`src/hw/clk_ctrl_pkg.sv`:
```
// Package for the clock synthesizer control block: register map,
// configuration field positions, reset values and timing constants.
// Assumes a 25 MHz system clock that also stands in for the VCO clock.
package clk_ctrl_pkg;

  // ==========================================================
  // Clock and timing
  localparam int unsigned CLK_PERIOD_NS = 40;
  // Silence on the reference input longer than this is a loss of signal
  localparam int unsigned LOS_TIME_NS = 10000;
  localparam int unsigned LOS_CYCLES = (LOS_TIME_NS + CLK_PERIOD_NS - 1) / CLK_PERIOD_NS;

  // ==========================================================
  // Register map (byte addresses)
  localparam logic [7:0] CFG_BASE = 8'h00;
  localparam int unsigned CFG_WORDS = 8;
  localparam logic [7:0] STATUS_ADDR = 8'h20;

  // Configuration word indices
  localparam logic [2:0] W_PLL1 = 3'h0;
  localparam logic [2:0] W_PLL2 = 3'h1;
  localparam logic [2:0] W_BANK = 3'h2;
  localparam logic [2:0] W_PHASE = 3'h3;
  localparam logic [2:0] W_SREF = 3'h4;
  localparam logic [2:0] W_SMUX = 3'h5;
  localparam logic [2:0] W_MODE = 3'h6;

  // Field positions
  localparam int unsigned PRESCALE_LSB = 0;
  localparam int unsigned PLL1_FB_LSB = 8;
  localparam int unsigned VCO0_FB_LSB = 0;
  localparam int unsigned VCO1_FB_LSB = 8;
  localparam int unsigned VCO_SEL_BIT = 16;
  localparam int unsigned BANK_STRIDE = 8;
  localparam int unsigned BANK_PD_LSB = 24;
  localparam int unsigned SREF_DIV_LSB = 0;
  localparam int unsigned SREF_PER_LSB = 8;
  localparam int unsigned SREF_TRIG_BIT = 16;
  localparam int unsigned SMUX_LSB = 0;
  localparam int unsigned BYPASS_BIT = 0;
  localparam int unsigned HOLD_BIT = 1;

  // Status word bits
  localparam int unsigned ST_LOSS = 0;
  localparam int unsigned ST_LOS_LIVE = 1;
  localparam int unsigned ST_HOLDOVER = 2;
  localparam int unsigned ST_BYPASS = 3;

  // Reset values
  localparam logic [31:0] RST_PLL1 = 32'h0000_0401;
  localparam logic [31:0] RST_PLL2 = 32'h0000_0808;
  localparam logic [31:0] RST_OTHER = 32'h0000_0000;

  // Divider limits
  localparam logic [7:0] PRESCALE_MIN = 8'h01;
  localparam logic [14:0] PLL1_FB_MIN = 15'h0004;
  localparam logic [7:0] PLL2_FB_MIN = 8'h08;
  localparam int unsigned BANK_CODES = 18;
  localparam int unsigned SREF_CODES = 10;

endpackage

```
`src/hw/ratio_divider.sv`:
```
// Integer divider cell for one output bank or the reference pulse path.
// Assumes a ratio of at least one and a restart pulse from the same clock.
module ratio_divider #(
  parameter int unsigned W = 7
) (
  // Clock and reset
  input wire logic clk,
  input wire logic arst_n,
  // Control
  input wire logic restart,
  input wire logic [W-1:0] ratio,
  input wire logic [W-1:0] phase,
  // Divided clock and period mark
  output logic level,
  output logic wrap
);

  logic [W-1:0] count;
  logic [W-1:0] half;

  assign half = W'((ratio + W'(1)) >> 1);

  // ==========================================================
  // Counter; a restart loads the phase offset so banks line up
  always_ff @(posedge clk or negedge arst_n) begin
    if (!arst_n) begin
      count <= '0;
    end else if (restart) begin
      count <= (phase < ratio) ? phase : '0;
    end else if (count >= ratio - W'(1)) begin
      count <= '0;
    end else begin
      count <= count + W'(1);
    end
  end

  // ==========================================================
  // Registered outputs; ratio one holds the level high
  always_ff @(posedge clk or negedge arst_n) begin
    if (!arst_n) begin
      level <= 1'b0;
      wrap <= 1'b0;
    end else begin
      level <= count < half;
      wrap <= !restart && (count >= ratio - W'(1));
    end
  end

endmodule

```
`src/hw/synth_ctrl.sv`:
```
// Control logic of a two-stage clock synthesizer: divider settings,
// bank and reference-pulse dividers, input monitor, holdover and fault pin.
// Assumes a register port on clk and an asynchronous reference input pin.
//
// Operation
// - Input prescaler is an 8-bit integer divider, ratio 1 to 255.
// - First-stage feedback divider is 15 bits, ratio 4 to 32767.
// - Each VCO has an 8-bit feedback divider 8..255; selected one applies.
// - Bank dividers use one of 18 ratios from 1 to 96.
// - Reference pulse divider uses one of 10 ratios from 64 to 2048.
// - Three clock outputs in three banks, each bank with own divider.
// - Up to four reference pulse outputs, periodic or non-periodic each.
// - Reference pulses stay synchronous to the bank clocks.
// - Each bank can be phase delayed on its own.
// - Each reference output can instead act as a bank clock output.
// - Bypass 0 runs first stage; bypass 1 feeds input to second stage.
// - Bypass disables input monitoring and jitter attenuation.
// - No input activity within a fixed time means loss of signal.
// - Loss of signal sets status bit zero.
// - Loss of signal forces holdover.
// - Hold control bit at 1 forces holdover regardless of input.
// - Configuration held as eight 32-bit words written by the host.
// - Every configuration word reads back as written, except the reference pulse trigger bit, which reads zero.
// - Active-low fault output pin signals fault conditions.
// - Holdover parks oscillator control at mid-supply; else normal.
module synth_ctrl #(
  parameter int unsigned LOS_CYCLES = clk_ctrl_pkg::LOS_CYCLES
) (
  // Clock and reset
  input wire logic clk,
  input wire logic arst_n,
  // Register port
  input wire logic [7:0] addr,
  input wire logic [31:0] wdata,
  input wire logic wr,
  input wire logic rd,
  output logic [31:0] rdata,
  // Reference input pin
  input wire logic ref_clk_in,
  // Divider and mode settings to the analog loops
  output logic [7:0] pll1_prescale,
  output logic [14:0] pll1_feedback,
  output logic [7:0] pll2_feedback,
  output logic vco_select,
  output logic ref_bypass,
  output logic atten_enable,
  output logic vcxo_ctrl_mid,
  // Outputs
  output logic [2:0] bank_clock_output,
  output logic [2:0] bank_power_down,
  output logic [3:0] sysref_output,
  output logic fault_out_n
);

  // ==========================================================
  // Helpers
  function automatic logic [6:0] bank_ratio(input logic [4:0] code);
    logic [6:0] tbl [0:17];
    tbl = '{7'h01, 7'h02, 7'h03, 7'h04, 7'h05, 7'h06, 7'h08, 7'h0a, 7'h0c,
            7'h10, 7'h14, 7'h18, 7'h20, 7'h28, 7'h30, 7'h40, 7'h50, 7'h60};
    bank_ratio = (code < 5'(clk_ctrl_pkg::BANK_CODES)) ? tbl[code] : 7'h01;
  endfunction

  function automatic logic [11:0] sref_ratio(input logic [3:0] code);
    logic [11:0] tbl [0:9];
    tbl = '{12'h040, 12'h060, 12'h080, 12'h0c0, 12'h100,
            12'h180, 12'h200, 12'h300, 12'h400, 12'h800};
    sref_ratio = (code < 4'(clk_ctrl_pkg::SREF_CODES)) ? tbl[code] : 12'h040;
  endfunction

  function automatic logic [14:0] at_least(input logic [14:0] v, input logic [14:0] lo);
    at_least = (v < lo) ? lo : v;
  endfunction

  // ==========================================================
  // Register file
  logic [31:0] cfg [0:clk_ctrl_pkg::CFG_WORDS-1];
  logic cfg_hit;
  logic [2:0] cfg_idx;
  logic status_hit;
  logic loss_status;
  logic los_live;
  logic holdover;
  logic trig_write;
  logic div_write;

  assign cfg_hit = addr[7:5] == clk_ctrl_pkg::CFG_BASE[7:5] && addr[1:0] == 2'h0;
  assign cfg_idx = addr[4:2];
  assign status_hit = addr == clk_ctrl_pkg::STATUS_ADDR;
  assign trig_write = wr && cfg_hit && cfg_idx == clk_ctrl_pkg::W_SREF &&
                      wdata[clk_ctrl_pkg::SREF_TRIG_BIT];
  // Any write to the bank, phase or reference pulse word restarts all dividers together
  assign div_write = wr && cfg_hit && (cfg_idx == clk_ctrl_pkg::W_BANK ||
                     cfg_idx == clk_ctrl_pkg::W_PHASE || cfg_idx == clk_ctrl_pkg::W_SREF);

  // Configuration words
  always_ff @(posedge clk or negedge arst_n) begin
    if (!arst_n) begin
      for (int i = 0; i < clk_ctrl_pkg::CFG_WORDS; i++) begin
        cfg[i] <= clk_ctrl_pkg::RST_OTHER;
      end
      cfg[clk_ctrl_pkg::W_PLL1] <= clk_ctrl_pkg::RST_PLL1;
      cfg[clk_ctrl_pkg::W_PLL2] <= clk_ctrl_pkg::RST_PLL2;
    end else if (wr && cfg_hit) begin
      cfg[cfg_idx] <= wdata;
      // The trigger bit is an action, not a setting
      if (cfg_idx == clk_ctrl_pkg::W_SREF) begin
        cfg[cfg_idx][clk_ctrl_pkg::SREF_TRIG_BIT] <= 1'b0;
      end
    end
  end

  // Read data stand only in the cycle after the strobe
  always_ff @(posedge clk or negedge arst_n) begin
    if (!arst_n) begin
      rdata <= 32'h0000_0000;
    end else if (rd && cfg_hit) begin
      rdata <= cfg[cfg_idx];
    end else if (rd && status_hit) begin
      rdata <= {28'h0000000, ref_bypass, holdover, los_live, loss_status};
    end else begin
      rdata <= 32'h0000_0000;
    end
  end

  // ==========================================================
  // Configuration fields
  logic bypass_bit;
  logic hold_bit;
  logic vco_sel_bit;
  logic [7:0] pv_raw;
  logic [14:0] mv_raw;
  logic [7:0] mf_raw;
  logic [3:0] smux;
  logic [3:0] speriodic;

  assign bypass_bit = cfg[clk_ctrl_pkg::W_MODE][clk_ctrl_pkg::BYPASS_BIT];
  assign hold_bit = cfg[clk_ctrl_pkg::W_MODE][clk_ctrl_pkg::HOLD_BIT];
  assign vco_sel_bit = cfg[clk_ctrl_pkg::W_PLL2][clk_ctrl_pkg::VCO_SEL_BIT];
  assign pv_raw = cfg[clk_ctrl_pkg::W_PLL1][clk_ctrl_pkg::PRESCALE_LSB +: 8];
  assign mv_raw = cfg[clk_ctrl_pkg::W_PLL1][clk_ctrl_pkg::PLL1_FB_LSB +: 15];
  // Only the divider of the VCO in use reaches the loop
  assign mf_raw = vco_sel_bit ? cfg[clk_ctrl_pkg::W_PLL2][clk_ctrl_pkg::VCO1_FB_LSB +: 8]
                              : cfg[clk_ctrl_pkg::W_PLL2][clk_ctrl_pkg::VCO0_FB_LSB +: 8];
  assign smux = cfg[clk_ctrl_pkg::W_SMUX][clk_ctrl_pkg::SMUX_LSB +: 4];
  assign speriodic = cfg[clk_ctrl_pkg::W_SREF][clk_ctrl_pkg::SREF_PER_LSB +: 4];

  // Loop settings, clamped to the supported ranges
  always_ff @(posedge clk or negedge arst_n) begin
    if (!arst_n) begin
      pll1_prescale <= clk_ctrl_pkg::PRESCALE_MIN;
      pll1_feedback <= clk_ctrl_pkg::PLL1_FB_MIN;
      pll2_feedback <= clk_ctrl_pkg::PLL2_FB_MIN;
      vco_select <= 1'b0;
      bank_power_down <= 3'h0;
    end else begin
      pll1_prescale <= 8'(at_least({7'h00, pv_raw}, {7'h00, clk_ctrl_pkg::PRESCALE_MIN}));
      pll1_feedback <= at_least(mv_raw, clk_ctrl_pkg::PLL1_FB_MIN);
      pll2_feedback <= 8'(at_least({7'h00, mf_raw}, {7'h00, clk_ctrl_pkg::PLL2_FB_MIN}));
      vco_select <= vco_sel_bit;
      bank_power_down <= cfg[clk_ctrl_pkg::W_BANK][clk_ctrl_pkg::BANK_PD_LSB +: 3];
    end
  end

  // ==========================================================
  // Reference path selection
  always_ff @(posedge clk or negedge arst_n) begin
    if (!arst_n) begin
      ref_bypass <= 1'b0;
      atten_enable <= 1'b1;
    end else begin
      ref_bypass <= bypass_bit;
      atten_enable <= !bypass_bit;
    end
  end

  // ==========================================================
  // Input activity monitor
  logic ref_meta;
  logic ref_sync;
  logic ref_last;
  logic ref_edge;
  logic [15:0] quiet;

  // Two-stage synchroniser for the asynchronous reference pin
  always_ff @(posedge clk or negedge arst_n) begin
    if (!arst_n) begin
      ref_meta <= 1'b0;
      ref_sync <= 1'b0;
      ref_last <= 1'b0;
    end else begin
      ref_meta <= ref_clk_in;
      ref_sync <= ref_meta;
      ref_last <= ref_sync;
    end
  end

  assign ref_edge = ref_sync != ref_last;

  // A reference too fast for clk still shows some sampled edges;
  // only true silence over the whole window counts as a loss
  always_ff @(posedge clk or negedge arst_n) begin
    if (!arst_n) begin
      quiet <= 16'h0000;
      los_live <= 1'b0;
    end else if (bypass_bit) begin
      quiet <= 16'h0000;
      los_live <= 1'b0;
    end else if (ref_edge) begin
      quiet <= 16'h0000;
      los_live <= 1'b0;
    end else if (quiet >= 16'(LOS_CYCLES - 1)) begin
      los_live <= 1'b1;
    end else begin
      quiet <= quiet + 16'h0001;
    end
  end

  // Sticky loss flag; a new loss in the clearing cycle wins
  always_ff @(posedge clk or negedge arst_n) begin
    if (!arst_n) begin
      loss_status <= 1'b0;
    end else if (los_live) begin
      loss_status <= 1'b1;
    end else if (wr && status_hit && wdata[clk_ctrl_pkg::ST_LOSS]) begin
      loss_status <= 1'b0;
    end
  end

  // ==========================================================
  // Holdover and fault pin
  always_ff @(posedge clk or negedge arst_n) begin
    if (!arst_n) begin
      holdover <= 1'b0;
      vcxo_ctrl_mid <= 1'b0;
      fault_out_n <= 1'b1;
    end else begin
      // Entry on either cause; exit needs both causes gone
      holdover <= los_live || hold_bit;
      vcxo_ctrl_mid <= los_live || hold_bit;
      fault_out_n <= !(los_live || loss_status);
    end
  end

  // ==========================================================
  // Bank dividers
  logic [2:0] bank_level;
  logic [2:0] bank_restart;

  genvar b;
  generate
    for (b = 0; b < 3; b++) begin : g_bank
      logic [4:0] code;
      logic [5:0] phase;
      assign code = cfg[clk_ctrl_pkg::W_BANK][b*clk_ctrl_pkg::BANK_STRIDE +: 5];
      assign phase = cfg[clk_ctrl_pkg::W_PHASE][b*clk_ctrl_pkg::BANK_STRIDE +: 6];
      // A powered-down bank is held in restart
      assign bank_restart[b] = div_write || bank_power_down[b];
      ratio_divider #(
        .W(7)
      ) u_div (
        .clk(clk),
        .arst_n(arst_n),
        .restart(bank_restart[b]),
        .ratio(bank_ratio(code)),
        .phase({1'b0, phase}),
        .level(bank_level[b]),
        .wrap()
      );
    end
  endgenerate

  assign bank_clock_output = bank_level;

  // ==========================================================
  // Reference pulse divider
  logic sref_level;
  logic sref_wrap;
  logic [3:0] sref_code;

  assign sref_code = cfg[clk_ctrl_pkg::W_SREF][clk_ctrl_pkg::SREF_DIV_LSB +: 4];

  ratio_divider #(
    .W(12)
  ) u_sref (
    .clk(clk),
    .arst_n(arst_n),
    .restart(div_write),
    .ratio(sref_ratio(sref_code)),
    .phase(12'h000),
    .level(sref_level),
    .wrap(sref_wrap)
  );

  // One-shot mode: a trigger arms one full pulse period
  logic burst_arm;
  logic burst;

  always_ff @(posedge clk or negedge arst_n) begin
    if (!arst_n) begin
      burst_arm <= 1'b0;
      burst <= 1'b0;
    end else begin
      if (trig_write) begin
        burst_arm <= 1'b1;
      end else if (sref_wrap) begin
        burst_arm <= 1'b0;
      end
      if (sref_wrap) begin
        burst <= burst_arm;
      end
    end
  end

  // Each output picks its bank clock or the pulse stream
  always_ff @(posedge clk or negedge arst_n) begin
    if (!arst_n) begin
      sysref_output <= 4'h0;
    end else begin
      for (int i = 0; i < 4; i++) begin
        if (!smux[i]) begin
          sysref_output[i] <= bank_level[i/2];
        end else if (speriodic[i]) begin
          sysref_output[i] <= sref_level;
        end else begin
          sysref_output[i] <= sref_level && burst;
        end
      end
    end
  end

endmodule

```
`config.mk`:
```
export PLATFORM = sky130hd
export DESIGN_NAME = synth_ctrl
export DESIGN_NICKNAME = d
export VERILOG_FILES = /design/src/hw/clk_ctrl_pkg.sv /design/src/hw/ratio_divider.sv /design/src/hw/synth_ctrl.sv
export SDC_FILE = /design/constraint.sdc
export NUM_CORES = 1
export LEC_CHECK = 0
export ABC_CLOCK_PERIOD_IN_PS = 4000
export CAP_MARGIN = 20
export CORE_ASPECT_RATIO = 1.2
export CORE_MARGIN = 1.5
export CORE_UTILIZATION = 43
export CTS_CLUSTER_DIAMETER = 40
export CTS_CLUSTER_SIZE = 20
export DETAILED_ROUTE_END_ITERATION = 10
export DONT_BUFFER_PORTS = 1
export PLACE_DENSITY = 0.7
export SETUP_SLACK_MARGIN = 0.5
export SLEW_MARGIN = 20
export SYNTH_ARGS = -nofsm -noshare
export SYNTH_HDL_FRONTEND = slang
export SYNTH_HIERARCHICAL = 1
export SYNTH_SLANG_ARGS = --single-unit
```
`constraint.sdc`:
```
create_clock -name clk -period 4 [get_ports clk]
set_clock_uncertainty 0.1 [all_clocks]
set_input_delay 0.2 -clock clk [delete_from_list [all_inputs] [get_ports clk]]
set_output_delay 0.2 -clock clk [all_outputs]
set_load 0.005 [all_outputs]
```
==> results of run 1 <==
worst register-to-register path, stage by stage (launching register included):
cell and delay, ns:
dfrtp_1 0.53, inv_1 0.11, ha_1 0.32, mux2i_1 0.09, nor3_2 0.27, ha_1 0.26
nand3_1 0.13, nor3_1 0.23, xnor2_1 0.16, ha_1 0.27, nand3_1 0.09, a21oi_1 0.05
a2111oi_0 0.50
layer usage:
layer | part of all wire (%) | GRT usage, %
met4 | 3.2 | 7.98
met1 | 42 | 28.5
met5 | 0.015 | 0
met3 | 5.8 | 4.28
met2 | 49 | 38.1
power breakdown:
| group | internal (mW) | total [mW] | leakage, nW | switching, mW |
|---|---|---|---|---|
| Sequential | 4.26 | 4.57 | 5.34 | 0.306 |
| Combinational | 0.766 | 1.59 | 4.80 | 0.827 |
| Clock | 2.74 | 4.75 | 0.855 | 2.01 |
cell type report:
type | count | share of cell area, %
inverter | 75 | 1.21
clock inverter | 38 | 1.98
multi-input combinational | 1157 | 43.0
antenna | 1 | 0.0107
timing repair buffer | 62 | 2.64
sequential | 392 | 42.1
clock buffer | 56 | 5.64
tap | 623 | 3.34
stage by stage:
| step | instance area (sq um) | util, % | power (mW) | setup WS, ns | cells |
|---|---|---|---|---|---|
| floorplan | 20500 | - | 5.72 | 1.03 | 1722 |
| global placement | 21000 | 44.8 | 6.03 | 0.714 | 2264 |
| detailed placement | 21000 | 44.8 | 6.10 | 0.587 | 2264 |
| CTS | 23300 | 49.7 | 11.0 | 0.561 | 2403 |
| global route | 23300 | 49.8 | 11.4 | 0.496 | 2403 |
| finish | 23300 | 49.8 | 10.9 | 0.734 | 2404 |
sequential cells by signal, indices dropped and copies added (netlist names), 3 cells and up:
name / count
bank_power_down: 3
cfg: 255
g_bank.u_div/count: 21
g_bank.u_div/level: 3
pll1_feedback: 15
pll1_prescale: 8
pll2_feedback: 8
quiet: 16
rdata: 32
sysref_output: 4
u_sref/count: 12
layout by cell type, fill, tap and decap left out, types with 6 or more instances in the layout:
cell / instances
a22o_1: 12
a211oi_1: 13
a221o_1: 6
and2_1: 14
a21o_1: 19
o2bb2ai_1: 20
clkinvlp_4: 6
mux4_2: 14
clkbuf_16: 51
buf_4: 17
mux2_1: 9
nor4_1: 6
o21ai_0: 49
ha_1: 114
a21oi_1: 39
nand3_1: 46
nand4_1: 13
dfrtp_1: 382
inv_6: 9
inv_1: 72
mux2i_1: 25
nor2_1: 49
nor2b_1: 10
nand2_1: 49
o221ai_1: 22
dlygate4sd3_1: 42
nand2b_1: 16
o22ai_1: 37
nor3_1: 23
mux2_2: 290
o21a_1: 6
and3_1: 10
xor2_1: 13
inv_8: 7
conb_1: 52
xnor2_1: 64
dfstp_2: 9
path summary, 6_finish.rpt:
check / to / slack (ns)
setup / recovery: g_bank[1].u_div/level / 0.73
min in group clk: rdata[24] / 0.01
setup reg to reg: g_bank[1].u_div/level / 0.73
hold reg to reg: ref_sync / 0.25
max in group asynchronous: pll1_feedback[9] / 3.56
hold / removal: g_bank[2].u_div/count[6] / -0.79
what timing repair did:
item                                    CTS  global route
setup buffers                             0             0
endpoints found under the setup margin    0            36
gates resized for setup                   0            12
hold endpoints to repair                681           392
==> run summary, run 1 <==
run status: complete, but fails checks
failing checks: hold timing
fillers: 4108
die area: 0.0486 sq mm
FF-to-FF Start: cfg[168]
RSZ-0062 raised after global routing: false
area grow syn2layout: 14.7%
CP max stage cell: dfrtp_1
# hold bufs at CTS: 45
CTS Sinks: 392
average wire per standard cell: 22.4 microns
CP required: 4.32 ns
WP depth: 12
register area: 0.00982 sq mm
root buf cell: clkbuf_16
CP max stage delay: 0.53 ns
vias in the first global route: 14100
RD Place Congestion: 0.897
slew at the pin closest to its max-slew limit: 1.28 ns
Core Region: 0.0468 sq mm
pins over their slew limit: 0
Max rail drop VDD: 0.000384 V
Initial Utilization: 43.4%
CTS tree: built
WL final: 53.9 mm
worst-path maximum fanout: 10
setup violators final: 0
final hold vios: 390
most frequent CP cell: ha_1
critical path startpoint category: flop
Max clock buf depth: 3
total track usage: 22.4%
setup TNS: 0 ns
initial antenna violation count: 4
DRT iter0 DRCs: 756
critical path, cell by cell: inv_1, ha_1, mux2i_1, nor3_2, ha_1, nand3_1, nor3_1, xnor2_1, ha_1, nand3_1, a21oi_1, a2111oi_0
1st-pass router iterations: 5
# rows: 87
clock period minus final worst setup slack: 3.27 ns
Synth Warn #: 6
Critical Path Source: cfg[168]
Synth Cell Area: 0.0203 sq mm
I/O pins: 123
Die X: 201 microns
largest net degree at the start of global routing: 393
first-pass GRT wire length: 83.7 mm
Post-DP HPWL: 34.7 mm
CTS Buf Count: 51
Reg clk slew, reported paths: 0.06 ns
fin nets: 1898
drc violations: 0
Max-Cap Viols: 0
Critical path buffers and inverters: 1
Min-Delay Path Class: input port to asynchronous set/reset pin
fraction of layout cells with a size suffix above 1: 25.9%
DR vias: 13800
H-tree depth: 2
Die H: 241 microns
WP data arrival: 3.59 ns
leakage power: 11.0 nW
Vias/cell: 5.74
CP Class: flop to flop
Hold WS: -0.792 ns
max_slew headroom: 14.7%
P per Cell Area: 468 mW/mm^2
Avg Cell Area, Syn: 12.2 sq um
Worst-Skew Late Latency: 0.61 ns
post-synthesis cell count: 1671
Antenna Nets Post-Route: 0
fmax: 306 MHz
number of port buffers: 0
GR Overflow Total: 0
CP endpoint kind: flop
period utilization: 81.6%
CP delay by family, top: adder cells
R2R depth: 12
area of the multi-input gates: 0.0100 sq mm
(Power assumes the default switching activity.)
==> run 2, diff against run 1 <==
ABC_CLOCK_PERIOD_IN_PS = 3350   (was 4000)
clock period = 3.35 ns   (was 4 ns; I/O delays follow)
==> run summary, run 2 (synthesis results as in run 1) <==
Crit Reg-Reg Endpoint: g_bank[0].u_div/count[3]
pins over their slew limit: 0 (unchanged)
Tot Pwr: 13.7 mW (+26%)
DR vias: 14400 (+4.1%)
leakage power: 11.6 nW (+5.5%)
number of port buffers: 0 (unchanged)
CTS Buf Count: 53 (+3.9%)
CP Class: flop to flop
number of flip-flops in the largest register: 255 (unchanged)
Die X: 201 microns (unchanged)
run status: complete, but fails checks
fin area: 0.0248 sq mm (+6.6%)
I/O pins: 123 (unchanged)
fraction of layout cells with a size suffix above 1: 36.3% (+10 points)
final hold vios: 392 (+0.51%)
Critical Path Sink: g_bank[0].u_div/count[3]
most common cell after layout, fill and taps aside: dfrtp_1
fillers: 3983 (-3.0%)
area of the multi-input gates: 0.0107 sq mm (+7.0%)
H-tree depth: 2 (unchanged)
drc violations: 0 (unchanged)
WP data arrival: 3.34 ns (-0.25 ns)
clock period minus final worst setup slack: 2.92 ns (-0.348 ns)
WL final: 57.7 mm (+7.0%)
most frequent cells in the layout: 367 x dfrtp_1, 289 x mux2_2, 99 x ha_1
initial antenna violation count: 4 (unchanged)
Max clock buf depth: 3 (unchanged)
Hold WS: -0.847 ns (-0.0548 ns)
RD Place Congestion: 0.897 (unchanged)
total track usage: 23.4% (+0.99 points)
period utilization: 87.1% (+5.4 points)
failing checks: hold timing
1st-pass router iterations: 7 (+2)
largest net degree at the start of global routing: 393 (unchanged)
worst-path maximum fanout: 5 (-5)
fin nets: 1985 (+4.6%)
area grow syn2layout: 22.3%
max_slew headroom: 20.6% (+5.8 points)
placed cell area: 0.0211 sq mm (+0.61%)
root buf cell: clkbuf_16
vias in the first global route: 14700 (+4.3%)
R2R setup slack: 0.43 ns (-0.30 ns)
register area: 0.00984 sq mm (+0.19%)
CTS tree: built
R2R depth: 14 (+2)
P per Cell Area: 552 mW/mm^2 (+18%)
setup violators final: 0 (unchanged)
CTS Sinks: 392 (unchanged)
Max-Cap Viols: 0 (unchanged)
Core Region: 0.0468 sq mm (unchanged)
Largest regs: cfg (255), rdata (32), g_bank.u_div/count (21)
Critical Path Source: cfg[161]
Reg clk slew, reported paths: 0.06 ns (about the same)
Die H: 241 microns (unchanged)
Min-Delay Path Class: input port to asynchronous set/reset pin
Worst-Skew Late Latency: 0.62 ns (about the same)
Max rail drop VDD: 0.000350 V (-8.8%)
RSZ-0062 raised after global routing: true
FF-to-FF Start: cfg[161]
fmax: 343 MHz (+12%)
critical path startpoint category: flop
# hold bufs at CTS: 54 (+20%)
die area: 0.0486 sq mm (unchanged)
setup TNS: 0 ns (unchanged)
Post-DP HPWL: 35.8 mm (+3.3%)
GR Overflow Total: 0 (unchanged)
Top reg by flops: cfg
CP endpoint kind: flop
DRT iter0 DRCs: 868 (+15%)
CP required: 3.77 ns (-0.55 ns)
Antenna Nets Post-Route: 0 (unchanged)
slew at the pin closest to its max-slew limit: 1.19 ns (-0.0872 ns)
Vias/cell: 5.75 (+0.24%)
# rows: 87 (unchanged)
post-layout util: 53.1% (+3.3 points)
first-pass GRT wire length: 87.2 mm (+4.2%)
Initial Utilization: 43.4% (unchanged)
average wire per standard cell: 23.1 microns (+3.1%)
-- run 2: cell count changes in the layout (fill, tap and decap cells not counted), moves of 11 or more --
cell	previous run	this run
buf_4	17	86
dfrtp_1	382	367
dfrtp_2	1	16
ha_1	114	99
ha_4	0	11
inv_1	72	58
nor2_1	49	35
nor3_1	23	12
o2bb2ai_1	20	0
o2bb2ai_2	0	19
-- run 2: report_power, final --
| part | internal, mW | switching [mW] |
|---|---|---|
| logic | 1.21 | 1.17 |
| clock network | 3.43 | 2.44 |
| registers | 5.09 | 0.374 |
| total | 9.72 | 3.99 |
-- run 2: final cells by class --
| type | count | area share [%] |
|---|---|---|
| multi-input combinational | 1157 | 43.2 |
| sequential | 392 | 39.6 |
| timing repair buffer | 147 | 5.31 |
| inverter | 75 | 1.19 |
| tap | 623 | 3.14 |
| clock inverter | 39 | 1.78 |
| antenna | 2 | 0.0201 |
| clock buffer | 61 | 5.75 |
-- run 2: critical path, cell delays in order (launching register included) --
cell and delay (ns):
dfrtp_2 0.46, inv_4 0.08, ha_4 0.27, mux2i_1 0.07, nor3_2 0.19, buf_4 0.18
inv_4 0.05, ha_4 0.17, xnor2_2 0.13, ha_1 0.28, o21a_1 0.18, o2111ai_2 0.20
o21ai_2 0.10, or2_4 0.26, o2bb2ai_2 0.12
-- run 2: worst min path at each step --
stage                     cells past startpoint                  endpoint  startpoint
final                                         0  g_bank[2].u_div/count[6]      arst_n
after global routing                          0  g_bank[2].u_div/count[3]      arst_n
after CTS                                     0  g_bank[2].u_div/count[6]      arst_n
after detailed placement                      0  g_bank[2].u_div/count[6]      arst_n
after global placement                        0  g_bank[2].u_div/count[6]      arst_n
after floorplan                               0        bank_power_down[0]      arst_n
-- run 2: per-stage QoR --
step,setup WS [ns],instances,hold WS [ns]
after floorplan,0.487,1722,-0.228
after global placement,0.203,2275,-0.219
after detailed placement,0.140,2276,-0.220
after CTS,0.501,2466,-0.867
after global routing,0.285,2496,-0.866
final,0.432,2496,-0.847
-- run 2: timing repair --
item	in CTS	in global routing
setup buffers	36	28
gates resized for setup	82	105
endpoints found under the hold margin	682	392
setup endpoints to repair	37	37
pin swaps	51	61
-- run 2: per-layer routing --
layer	track usage, %	up-vias	part of all wire (%)
met4	10.6	2	4.4
met5	0	-	0.023
met1	28.6	7321	41
met3	4.94	150	5.9
met2	39.9	468	49
li1	-	6412	-
